`src/verilog/rtc_pkg.sv`:
```
// shared constants, command codes and mode codes of the rtc link
package rtc_pkg;
   // ***************************************************************
   // timing
   // ***************************************************************
   localparam int CLK_HZ    = 100_000_000;
   localparam int TICK_HZ   = 65536;
   localparam int TICK_CYC  = CLK_HZ / TICK_HZ;
   localparam int WIN_US    = 15600;
   localparam int WIN_TICKS = WIN_US * TICK_HZ / 1_000_000;
   // ***************************************************************
   // status byte fields and reset values
   // ***************************************************************
   localparam int ST_PWR = 7;
   localparam int ST_H24 = 6;
   localparam int ST_AE  = 5;
   localparam int ST_ME  = 3;
   localparam int ST_FE  = 1;
   localparam logic [7:0]  STATUS_POR = 8'h82;
   localparam logic [7:0]  STATUS_RST = 8'h00;
   localparam logic [15:0] INTREG_POR = 16'h8000;
   localparam logic [15:0] INTREG_RST = 16'h0000;
   // ***************************************************************
   // time word and alarm word fields
   // ***************************************************************
   localparam int TD_MIN_LSB  = 0;
   localparam int TD_HOUR_LSB = 8;
   localparam int TD_DAY_LSB  = 16;
   localparam int TD_MON_LSB  = 21;
   localparam int TD_YEAR_LSB = 25;
   localparam int TD_TEST     = 31;
   localparam int AL_MIN_LSB  = 0;
   localparam int AL_HOUR_LSB = 8;
   localparam logic [4:0] DAY_RST  = 5'h01;
   localparam logic [3:0] MON_RST  = 4'h1;
   localparam logic [6:0] YEAR_RST = 7'h00;
   // ***************************************************************
   // host register offsets
   // ***************************************************************
   localparam logic [3:0] ADDR_CMD    = 4'h0;
   localparam logic [3:0] ADDR_DATA   = 4'h4;
   localparam logic [3:0] ADDR_RESULT = 4'h8;
   localparam logic [3:0] ADDR_STAT   = 4'hC;
   localparam int HS_BUSY = 0;
   localparam int HS_INIT = 1;
   localparam int HS_IRQ  = 2;
   // ***************************************************************
   // enumerations
   // ***************************************************************
   typedef enum logic [2:0] {
      OP_RESET  = 3'h0, OP_ST_WR  = 3'h1, OP_ST_RD = 3'h2,
      OP_AL_WR  = 3'h3, OP_TM_WR  = 3'h4, OP_TM_RD = 3'h5,
      OP_TEST_E = 3'h6, OP_TEST_S = 3'h7
   } rtc_op_e;
   typedef enum logic [2:0] {
      MD_OFF = 3'h0, MD_FREQ = 3'h1, MD_EDGE = 3'h2,
      MD_SQ  = 3'h3, MD_ALARM = 3'h4
   } rtc_mode_e;
endpackage : rtc_pkg

```
`src/verilog/rtc_link_if.sv`:
```
// link between the clock device end and the host end
`timescale 1ns/10ps
interface rtc_link_if;
   import rtc_pkg::*;
   logic          cmd_valid;
   logic          cmd_ready;
   rtc_op_e       cmd_op;
   logic [31:0]   cmd_data;
   logic          rsp_valid;
   logic [31:0]   rsp_data;
   logic          int_o;
   logic          int_oe;
   logic          int_n;
   // open-drain pin with pull-up
   assign int_n = (int_oe && !int_o) ? 1'b0 : 1'b1;
   modport dev  (input  cmd_valid, cmd_op, cmd_data,
                 output cmd_ready, rsp_valid, rsp_data, int_o, int_oe);
   modport host (output cmd_valid, cmd_op, cmd_data,
                 input  cmd_ready, rsp_valid, rsp_data, int_n);
endinterface : rtc_link_if

```
`src/verilog/rtc_dev_end.sv`:
```
// clock device end: calendar, interrupt pin formats, supply sampler
//
// The address map and the AXI4-Lite interface to the registers were decided locally.
`timescale 1ns/10ps
module rtc_dev_end #(
   parameter int TICK_CYC_P = rtc_pkg::TICK_CYC
) (
   input  wire logic  aclk,
   input  wire logic  aresetn,
   rtc_link_if.dev    link,
   input  wire logic  supply_low,
   output      logic  sampler_on
);
   import rtc_pkg::*;

   // ***************************************************************
   // helpers
   // ***************************************************************
   function automatic logic [4:0] rtc_dim(input logic [3:0] m,
                                          input logic [6:0] y);
      logic [4:0] d;
      d = 5'h1F;
      if (m == 4'h2)
         d = (y[1:0] == 2'h0) ? 5'h1D : 5'h1C;
      else if (m == 4'h4 || m == 4'h6 || m == 4'h9 || m == 4'hB)
         d = 5'h1E;
      return d;
   endfunction : rtc_dim

   function automatic rtc_mode_e rtc_mode(input logic ae,
                                          input logic me,
                                          input logic fe);
      rtc_mode_e md;
      if (me || fe)
         md = rtc_mode_e'({1'b0, me, fe});
      else
         md = ae ? MD_ALARM : MD_OFF;
      return md;
   endfunction : rtc_mode

   // ***************************************************************
   // state
   // ***************************************************************
   logic [10:0] pre_reg;
   logic [15:0] div_reg;
   logic [5:0]  sec_reg,  sec_next;
   logic [5:0]  min_reg,  min_next;
   logic [4:0]  hour_reg, hour_next;
   logic [4:0]  day_reg,  day_next;
   logic [3:0]  mon_reg,  mon_next;
   logic [6:0]  year_reg, year_next;
   logic        h24_reg, ae_reg, me_reg, fe_reg;
   logic        det_reg, halt_reg, test_reg;
   logic [15:0] intr_reg;
   logic        held_reg, arm_reg, sq_reg, oe_reg, samp_reg;
   logic        sup_m_reg, sup_s_reg;
   logic        rv_reg;
   logic [31:0] rd_reg;

   // ***************************************************************
   // decode
   // ***************************************************************
   wire        fire    = link.cmd_valid;
   wire        op_rst  = fire && link.cmd_op == OP_RESET;
   wire        op_swr  = fire && link.cmd_op == OP_ST_WR;
   wire        op_srd  = fire && link.cmd_op == OP_ST_RD;
   wire        op_awr  = fire && link.cmd_op == OP_AL_WR;
   wire        op_twr  = fire && link.cmd_op == OP_TM_WR;
   wire        op_trd  = fire && link.cmd_op == OP_TM_RD;
   wire        op_te   = fire && link.cmd_op == OP_TEST_E;
   wire        op_ts   = fire && link.cmd_op == OP_TEST_S;
   wire        tick    = pre_reg == 11'(TICK_CYC_P - 1);
   wire        sec_tick  = tick && div_reg == 16'hFFFF;
   wire        min_carry = sec_tick && sec_reg == 6'h3B;
   wire        win     = div_reg < 16'(WIN_TICKS);
   wire        drop    = samp_reg && sup_s_reg;
   rtc_mode_e  mode;
   assign mode = rtc_mode(ae_reg, me_reg, fe_reg);
   wire        al_hit  = mode == MD_ALARM
                      && hour_reg == intr_reg[AL_HOUR_LSB +: 5]
                      && min_reg == intr_reg[AL_MIN_LSB +: 6];
   wire        ed_hit  = mode == MD_EDGE && arm_reg && min_carry;
   // a hit caught in the clearing write survives into a later mode only if that mode is alarm or edge
   wire        hold_ok = mode == MD_ALARM || mode == MD_EDGE;
   // each selected clock must be high; unselected bits force one
   wire        f_lvl   = &(div_reg | ~intr_reg);
   wire        sq_low  = sq_reg && sec_reg < 6'h1E;
   logic       assert_int;

   always_comb
   begin
      unique case (mode)
         MD_OFF:   assert_int = 1'b0;
         MD_ALARM: assert_int = held_reg;
         MD_FREQ:  assert_int = !f_lvl;
         MD_EDGE:  assert_int = held_reg;
         MD_SQ:    assert_int = sq_low;
         default:  assert_int = 1'b0;
      endcase
   end

   // ***************************************************************
   // calendar
   // ***************************************************************
   always_comb
   begin
      sec_next  = sec_reg;
      min_next  = min_reg;
      hour_next = hour_reg;
      day_next  = day_reg;
      mon_next  = mon_reg;
      year_next = year_reg;
      if (op_rst)
      begin
         sec_next  = 6'h00;
         min_next  = 6'h00;
         hour_next = 5'h00;
         day_next  = DAY_RST;
         mon_next  = MON_RST;
         year_next = YEAR_RST;
      end
      else if (op_twr)
      begin
         sec_next  = 6'h00;
         min_next  = link.cmd_data[TD_MIN_LSB +: 6];
         hour_next = link.cmd_data[TD_HOUR_LSB +: 5];
         day_next  = link.cmd_data[TD_DAY_LSB +: 5];
         mon_next  = link.cmd_data[TD_MON_LSB +: 4];
         year_next = link.cmd_data[TD_YEAR_LSB +: 7];
      end
      else if (sec_tick)
      begin
         sec_next = (sec_reg == 6'h3B) ? 6'h00 : sec_reg + 6'h01;
         if (min_carry)
         begin
            min_next = (min_reg == 6'h3B) ? 6'h00 : min_reg + 6'h01;
            if (min_reg == 6'h3B)
            begin
               hour_next = (hour_reg == 5'h17) ? 5'h00 : hour_reg + 5'h01;
               if (hour_reg == 5'h17)
                  day_next = day_reg + 5'h01;
            end
         end
      end
      // a stale day past month end rolls forward at once
      if (day_next > rtc_dim(mon_next, year_next))
      begin
         day_next = 5'h01;
         if (mon_next >= 4'hC)
         begin
            mon_next  = 4'h1;
            year_next = (year_next == 7'h63) ? 7'h00 : year_next + 7'h01;
         end
         else
            mon_next = mon_next + 4'h1;
      end
      else if (day_next == 5'h00)
         day_next = 5'h01;
   end

   // ***************************************************************
   // response word
   // ***************************************************************
   logic [31:0] st_word, tm_word;
   always_comb
   begin
      st_word         = 32'h0000_0000;
      st_word[ST_PWR] = det_reg;
      st_word[ST_H24] = h24_reg;
      st_word[ST_AE]  = ae_reg;
      st_word[ST_ME]  = me_reg;
      st_word[ST_FE]  = fe_reg;
      tm_word                      = 32'h0000_0000;
      tm_word[TD_MIN_LSB +: 6]     = min_reg;
      tm_word[TD_HOUR_LSB +: 5]    = hour_reg;
      tm_word[TD_DAY_LSB +: 5]     = day_reg;
      tm_word[TD_MON_LSB +: 4]     = mon_reg;
      tm_word[TD_YEAR_LSB +: 7]    = year_reg;
      tm_word[TD_TEST]             = test_reg;
   end

   // ***************************************************************
   // registers
   // ***************************************************************
   always_ff @(posedge aclk)
   begin
      if (!aresetn)
      begin
         pre_reg <= 11'h000;
         div_reg <= 16'h0000;
      end
      else
      begin
         pre_reg <= tick ? 11'h000 : pre_reg + 11'h001;
         if (tick)
            div_reg <= div_reg + 16'h0001;
      end
   end

   always_ff @(posedge aclk)
   begin
      if (!aresetn)
      begin
         sec_reg  <= 6'h00;
         min_reg  <= 6'h00;
         hour_reg <= 5'h00;
         day_reg  <= DAY_RST;
         mon_reg  <= MON_RST;
         year_reg <= YEAR_RST;
      end
      else
      begin
         sec_reg  <= sec_next;
         min_reg  <= min_next;
         hour_reg <= hour_next;
         day_reg  <= day_next;
         mon_reg  <= mon_next;
         year_reg <= year_next;
      end
   end

   always_ff @(posedge aclk)
   begin
      if (!aresetn)
      begin
         h24_reg  <= STATUS_POR[ST_H24];
         ae_reg   <= STATUS_POR[ST_AE];
         me_reg   <= STATUS_POR[ST_ME];
         fe_reg   <= STATUS_POR[ST_FE];
         intr_reg <= INTREG_POR;
         test_reg <= 1'b0;
      end
      else if (op_rst)
      begin
         h24_reg  <= STATUS_RST[ST_H24];
         ae_reg   <= STATUS_RST[ST_AE];
         me_reg   <= STATUS_RST[ST_ME];
         fe_reg   <= STATUS_RST[ST_FE];
         intr_reg <= INTREG_RST;
         test_reg <= 1'b0;
      end
      else
      begin
         if (op_swr)
         begin
            h24_reg <= link.cmd_data[ST_H24];
            ae_reg  <= link.cmd_data[ST_AE];
            me_reg  <= link.cmd_data[ST_ME];
            fe_reg  <= link.cmd_data[ST_FE];
         end
         if (op_awr)
            intr_reg <= link.cmd_data[15:0];
         if (op_ts)
            test_reg <= 1'b1;
         else if (op_te)
            test_reg <= 1'b0;
      end
   end

   // interrupt holding; a hit in the clearing cycle still sets the hold
   always_ff @(posedge aclk)
   begin
      if (!aresetn)
      begin
         held_reg <= 1'b0;
         arm_reg  <= 1'b0;
         sq_reg   <= 1'b0;
         oe_reg   <= 1'b0;
      end
      else
      begin
         held_reg <= al_hit || ed_hit
                  || (held_reg && hold_ok
                      && !op_swr && !op_rst);
         arm_reg  <= op_swr || (arm_reg && !min_carry);
         sq_reg   <= !op_swr && !op_rst
                  && (sq_reg || (arm_reg && min_carry));
         oe_reg   <= assert_int;
      end
   end

   // sampler; the drop wins over a read in the same cycle
   always_ff @(posedge aclk)
   begin
      if (!aresetn)
      begin
         sup_m_reg <= 1'b0;
         sup_s_reg <= 1'b0;
         samp_reg  <= 1'b0;
         det_reg   <= STATUS_POR[ST_PWR];
         halt_reg  <= 1'b1;
      end
      else
      begin
         sup_m_reg <= supply_low;
         sup_s_reg <= sup_m_reg;
         samp_reg  <= win && !halt_reg && !drop;
         det_reg   <= drop || (det_reg && !op_srd && !op_rst);
         halt_reg  <= drop || (halt_reg && !op_srd && !op_rst);
      end
   end

   always_ff @(posedge aclk)
   begin
      if (!aresetn)
      begin
         rv_reg <= 1'b0;
         rd_reg <= 32'h0000_0000;
      end
      else
      begin
         rv_reg <= op_srd || op_trd;
         if (op_srd)
            rd_reg <= st_word;
         else if (op_trd)
            rd_reg <= tm_word;
      end
   end

   assign link.cmd_ready = 1'b1;
   assign link.rsp_valid = rv_reg;
   assign link.rsp_data  = rd_reg;
   assign link.int_o     = 1'b0;
   assign link.int_oe    = oe_reg;
   assign sampler_on     = samp_reg;
endmodule : rtc_dev_end

```
`src/flat_wrapper.sv`:
```
// flat-port wrapper written by rule: the top's interface ports become plain ports
module rtc_dev_end_flat import rtc_pkg::*;
#(
   parameter int TICK_CYC_P = rtc_pkg::TICK_CYC
)
  (aclk, aresetn, supply_low, sampler_on, link_cmd_valid, link_cmd_op, link_cmd_data, link_cmd_ready, link_rsp_valid, link_rsp_data, link_int_o, link_int_oe);
  rtc_link_if link_i ();
  input  wire logic aclk;
  input  wire logic aresetn;
  input  wire logic supply_low;
  output      logic sampler_on;
  input wire logic [$bits(link_i.cmd_valid)-1:0] link_cmd_valid;
  input wire logic [$bits(link_i.cmd_op)-1:0] link_cmd_op;
  input wire logic [$bits(link_i.cmd_data)-1:0] link_cmd_data;
  output wire logic [$bits(link_i.cmd_ready)-1:0] link_cmd_ready;
  output wire logic [$bits(link_i.rsp_valid)-1:0] link_rsp_valid;
  output wire logic [$bits(link_i.rsp_data)-1:0] link_rsp_data;
  output wire logic [$bits(link_i.int_o)-1:0] link_int_o;
  output wire logic [$bits(link_i.int_oe)-1:0] link_int_oe;
  assign link_i.cmd_valid = link_cmd_valid;
  assign link_i.cmd_op = link_cmd_op;
  assign link_i.cmd_data = link_cmd_data;
  assign link_cmd_ready = link_i.cmd_ready;
  assign link_rsp_valid = link_i.rsp_valid;
  assign link_rsp_data = link_i.rsp_data;
  assign link_int_o = link_i.int_o;
  assign link_int_oe = link_i.int_oe;
  rtc_dev_end #(.TICK_CYC_P(TICK_CYC_P)) u_core (.aclk(aclk), .aresetn(aresetn), .link(link_i), .supply_low(supply_low), .sampler_on(sampler_on));
endmodule
```
`config.mk`:
```
export PLATFORM = sky130hd
export DESIGN_NAME = rtc_dev_end_flat
export DESIGN_NICKNAME = d
export VERILOG_FILES = /design/src/verilog/rtc_pkg.sv /design/src/verilog/rtc_link_if.sv /design/src/verilog/rtc_dev_end.sv /design/src/flat_wrapper.sv
export SDC_FILE = /design/constraint.sdc
export NUM_CORES = 1
export LEC_CHECK = 0
export BUFFER_PORTS_ARGS = -buffer_cell sky130_fd_sc_hd__buf_2
export CORE_MARGIN = 2
export CORE_UTILIZATION = 58
export DETAILED_ROUTE_END_ITERATION = 16
export PLACE_DENSITY = 0.77
export SLEW_MARGIN = 20
export SYNTH_ARGS = -nofsm -noshare
export SYNTH_HDL_FRONTEND = slang
export SYNTH_SLANG_ARGS = --single-unit
```
`constraint.sdc`:
```
create_clock -name aclk -period 4.4 [get_ports aclk]
set_clock_uncertainty 0.1 [all_clocks]
set_input_delay 0.66 -clock aclk [delete_from_list [all_inputs] [get_ports aclk]]
set_output_delay 0.66 -clock aclk [all_outputs]
set_load 0.02 [all_outputs]
```
==> impl_metrics.py <==
metrics = {
    "layout": {
        "drive_above_1_share": 0.148,
        "diodes": 0,
        "layout_commonest_cell": "nand2_1",
        "nets": 857,
        "instances_no_fill": 949,
        "syn_to_final_growth_pct": 18.9,
        "largest_reg_flops": 29,
        "final_cell_mix": "nand2_1, dfxtp_1, a21oi_1",
    },
    "logic_synthesis": {
        "synth_area_leaders": "dfxtp_1, nand2_1, a21oi_1, nor2_1, ha_1",
        "ys_types": 60,
        "avgSynthCellArea_um2": 7.91,
        "synth.top_cell.area_share": 0.407,
        "synth_enable_flop_cells": 0,
        "netlist_instances": 746,
        "synth_warnings": 0,
        "synth_top_cell_by_area": "dfxtp_1",
        "synth_seq_area_share": 0.407,
        "ys.flop_type": "dfxtp_1",
        "synth_area_mm2": 0.00590,
        "async_flop_share": 0,
        "ys_ff_latch": 120,
    },
    "timing": {
        "period_share": 0.815,
        "worstMarginPinSlew_ns": 0.823,
        "drv_slew": 0,
        "rsz0062_at_grt": "no",
        "period_needed_ns": 3.58,
        "hold_viol": 0,
        "setup_viol_count_final": 0,
        "fin_setup_tns_ns": 0,
        "max_slew_margin": 0.450,
        "max_clock_freq_ghz": 0.279,
    },
    "critical_path": {
        "critPathLaunch": "link_cmd_op[1]",
        "cp.arrival_ns": 3.90,
        "cp.required_ns": 4.72,
        "critPathCaptureType": "flop",
        "reg2regPathDepth": 13,
        "cp_max_fo": 22,
        "crit_end": "u_core.year_reg[2]",
        "critPathLaunchType": "input port",
        "r2r_start": "u_core.pre_reg[0]",
        "r2r_slack_ns": 0.90,
        "r2r-end": "u_core.year_reg[2]",
        "criticalPathCategory": "input port to flop",
    },
    "floorplan": {
        "die_w_um": 105,
        "initial_core_util": 0.601,
        "die_area_mm2": 0.0110,
        "rows": 36,
        "fp.dieH_um": 105,
        "ios": 76,
        "core_area_mm2": 0.00982,
    },
    "clocking": {
        "cts_tree": "built",
        "post_cts_buffers": 0,
        "clock_path_buffers": 2,
        "cts_root_buffer": "clkbuf_8",
        "clk_latency_ns": 0.52,
        "cts.sinks": 120,
        "htree_levels": 4,
        "cts_buffers": 17,
        "postCtsHoldBufs": 0,
        "ctsResizeCount": 0,
        "clk_pin_slew_ns": 0.05,
    },
    "global_route": {
        "grt_pass1_wl_um": 25800,
        "grt_antenna_before_repair": 0,
        "grt_max_degree": 32,
        "grt.total_usage": 0.292,
        "grt_pass1_vias": 5304,
        "overflow": 0,
    },
    "run_status": {
        "status": "finished, final reports clean",
    },
    "routing": {
        "drtAntennaViolNets": 0,
        "first_iter_violations": 451,
        "wire_per_inst_um": 16.5,
        "viasPerCell": 5.93,
        "dr.pass1.iters": 6,
        "vias": 5629,
        "drt-total-wl_um": 15600,
        "drc": 0,
    },
    "place": {
        "place_hpwl_um": 11100,
        "gp_congestion": 0.923,
        "placed_cells": 916,
        "port_buffers": 70,
    },
    "power_and_ir_drop": {
        "cellPowerDensity_mw_per_mm2": 420,
        "leakage_nw": 2.69,
        "vdd_ir_drop_max_mv": 0.224,
    },
    "hold_path": {
        "hp-class": "input port to flop",
    },
    "flow_run": {
        "cap_violations": 0,
    },
}
worst min path at each step:
| stage | start | to | slack (ns) | depth (start not counted) |
|---|---|---|---|---|
| after floorplan | u_core.sup_m_reg | u_core.sup_s_reg | 0.31 | 1 |
| after global placement | u_core.sup_m_reg | u_core.sup_s_reg | 0.32 | 1 |
| after detailed placement | u_core.sup_m_reg | u_core.sup_s_reg | 0.33 | 1 |
| after CTS | supply_low | u_core.sup_m_reg | 0.25 | 2 |
| after global routing | supply_low | u_core.sup_m_reg | 0.24 | 2 |
| final | supply_low | u_core.sup_m_reg | 0.26 | 2 |
area by class of cell:
class / count / area [µm²]
clock buffers: 19 / 442
clock inverters: 13 / 272
fillers: 816 / 2810
inverters: 28 / 105
multi-input cells: 558 / 3210
flip-flops and latches: 120 / 2400
well taps: 133 / 166
repair buffers: 78 / 414
kinds of logic (layout without fill, tap and decap cells):
kind of cell / after synthesis / count (layout) / share of synthesized area
DFF: 120 / 120 / 0.407
and+or+nand+nor: 348 / 348 / 0.291
other: 2 / 5 / 0.00127
muxes: 14 / 14 / 0.0238
AOI/OAI and AO/OA: 137 / 137 / 0.137
xor gates and xnor gates: 39 / 39 / 0.0579
adders and majority gates: 15 / 15 / 0.0318
buffers and inverters: 71 / 138 / 0.0501
where the power goes:
group	switching [mW]	internal, mW	leakage [nW]	total (mW)
sequential	0.0199	1.11	0.971	1.13
combinational	0.100	0.0564	1.38	0.157
clock	0.485	1.18	0.348	1.66
total	0.606	2.34	2.69	2.95
cells in the mapped netlist (14+ instances only):
master / number
mux2i_1: 14
inv_1: 27
nor2_1: 66
nand3_1: 28
o21ai_0: 21
ha_1: 15
a21oi_1: 74
nand2_1: 142
dfxtp_1: 120
xnor2_1: 20
nor3_1: 14
xor2_1: 19
clkbuf_1: 31
nand4_1: 20
worst max-delay path, stage by stage:
cell      delay (ns)
buf_2           0.16
and4bb_2        0.64
nand2_1         0.11
a21oi_1         0.28
inv_1           0.13
ha_1            0.21
a221oi_1        0.28
a21o_1          0.12
ha_1            0.22
a21oi_1         0.11
o21ai_0         0.09
buf_4           0.20
or2_1           0.34
o41ai_2         0.35
per-layer routing:
| layer | up-vias | part of all wire | routed length, µm | GRT usage |
|---|---|---|---|---|
| li1 | 2697 | - | - | - |
| met1 | 2663 | 0.43 | 6800 | 0.379 |
| met2 | 225 | 0.47 | 7330 | 0.457 |
| met3 | 44 | 0.066 | 1030 | 0.0674 |
| met4 | 0 | 0.031 | 487 | 0.143 |
| met5 | - | 0 | 0 | 0 |
through the flow:
stage	power, mW	util	hold WS, ns	worst slack [ns]	cell area, µm²
CTS	2.95	0.713	0.249	0.849	7000
detailed placement	1.30	0.640	0.329	0.330	6290
floorplan	1.25	-	0.312	0.360	5910
global placement	1.30	0.640	0.322	0.500	6290
global route	3.03	0.714	0.237	0.522	7010
finish	2.95	0.714	0.258	0.816	7010
No activity file was read; power rests on OpenSTA's default activity.
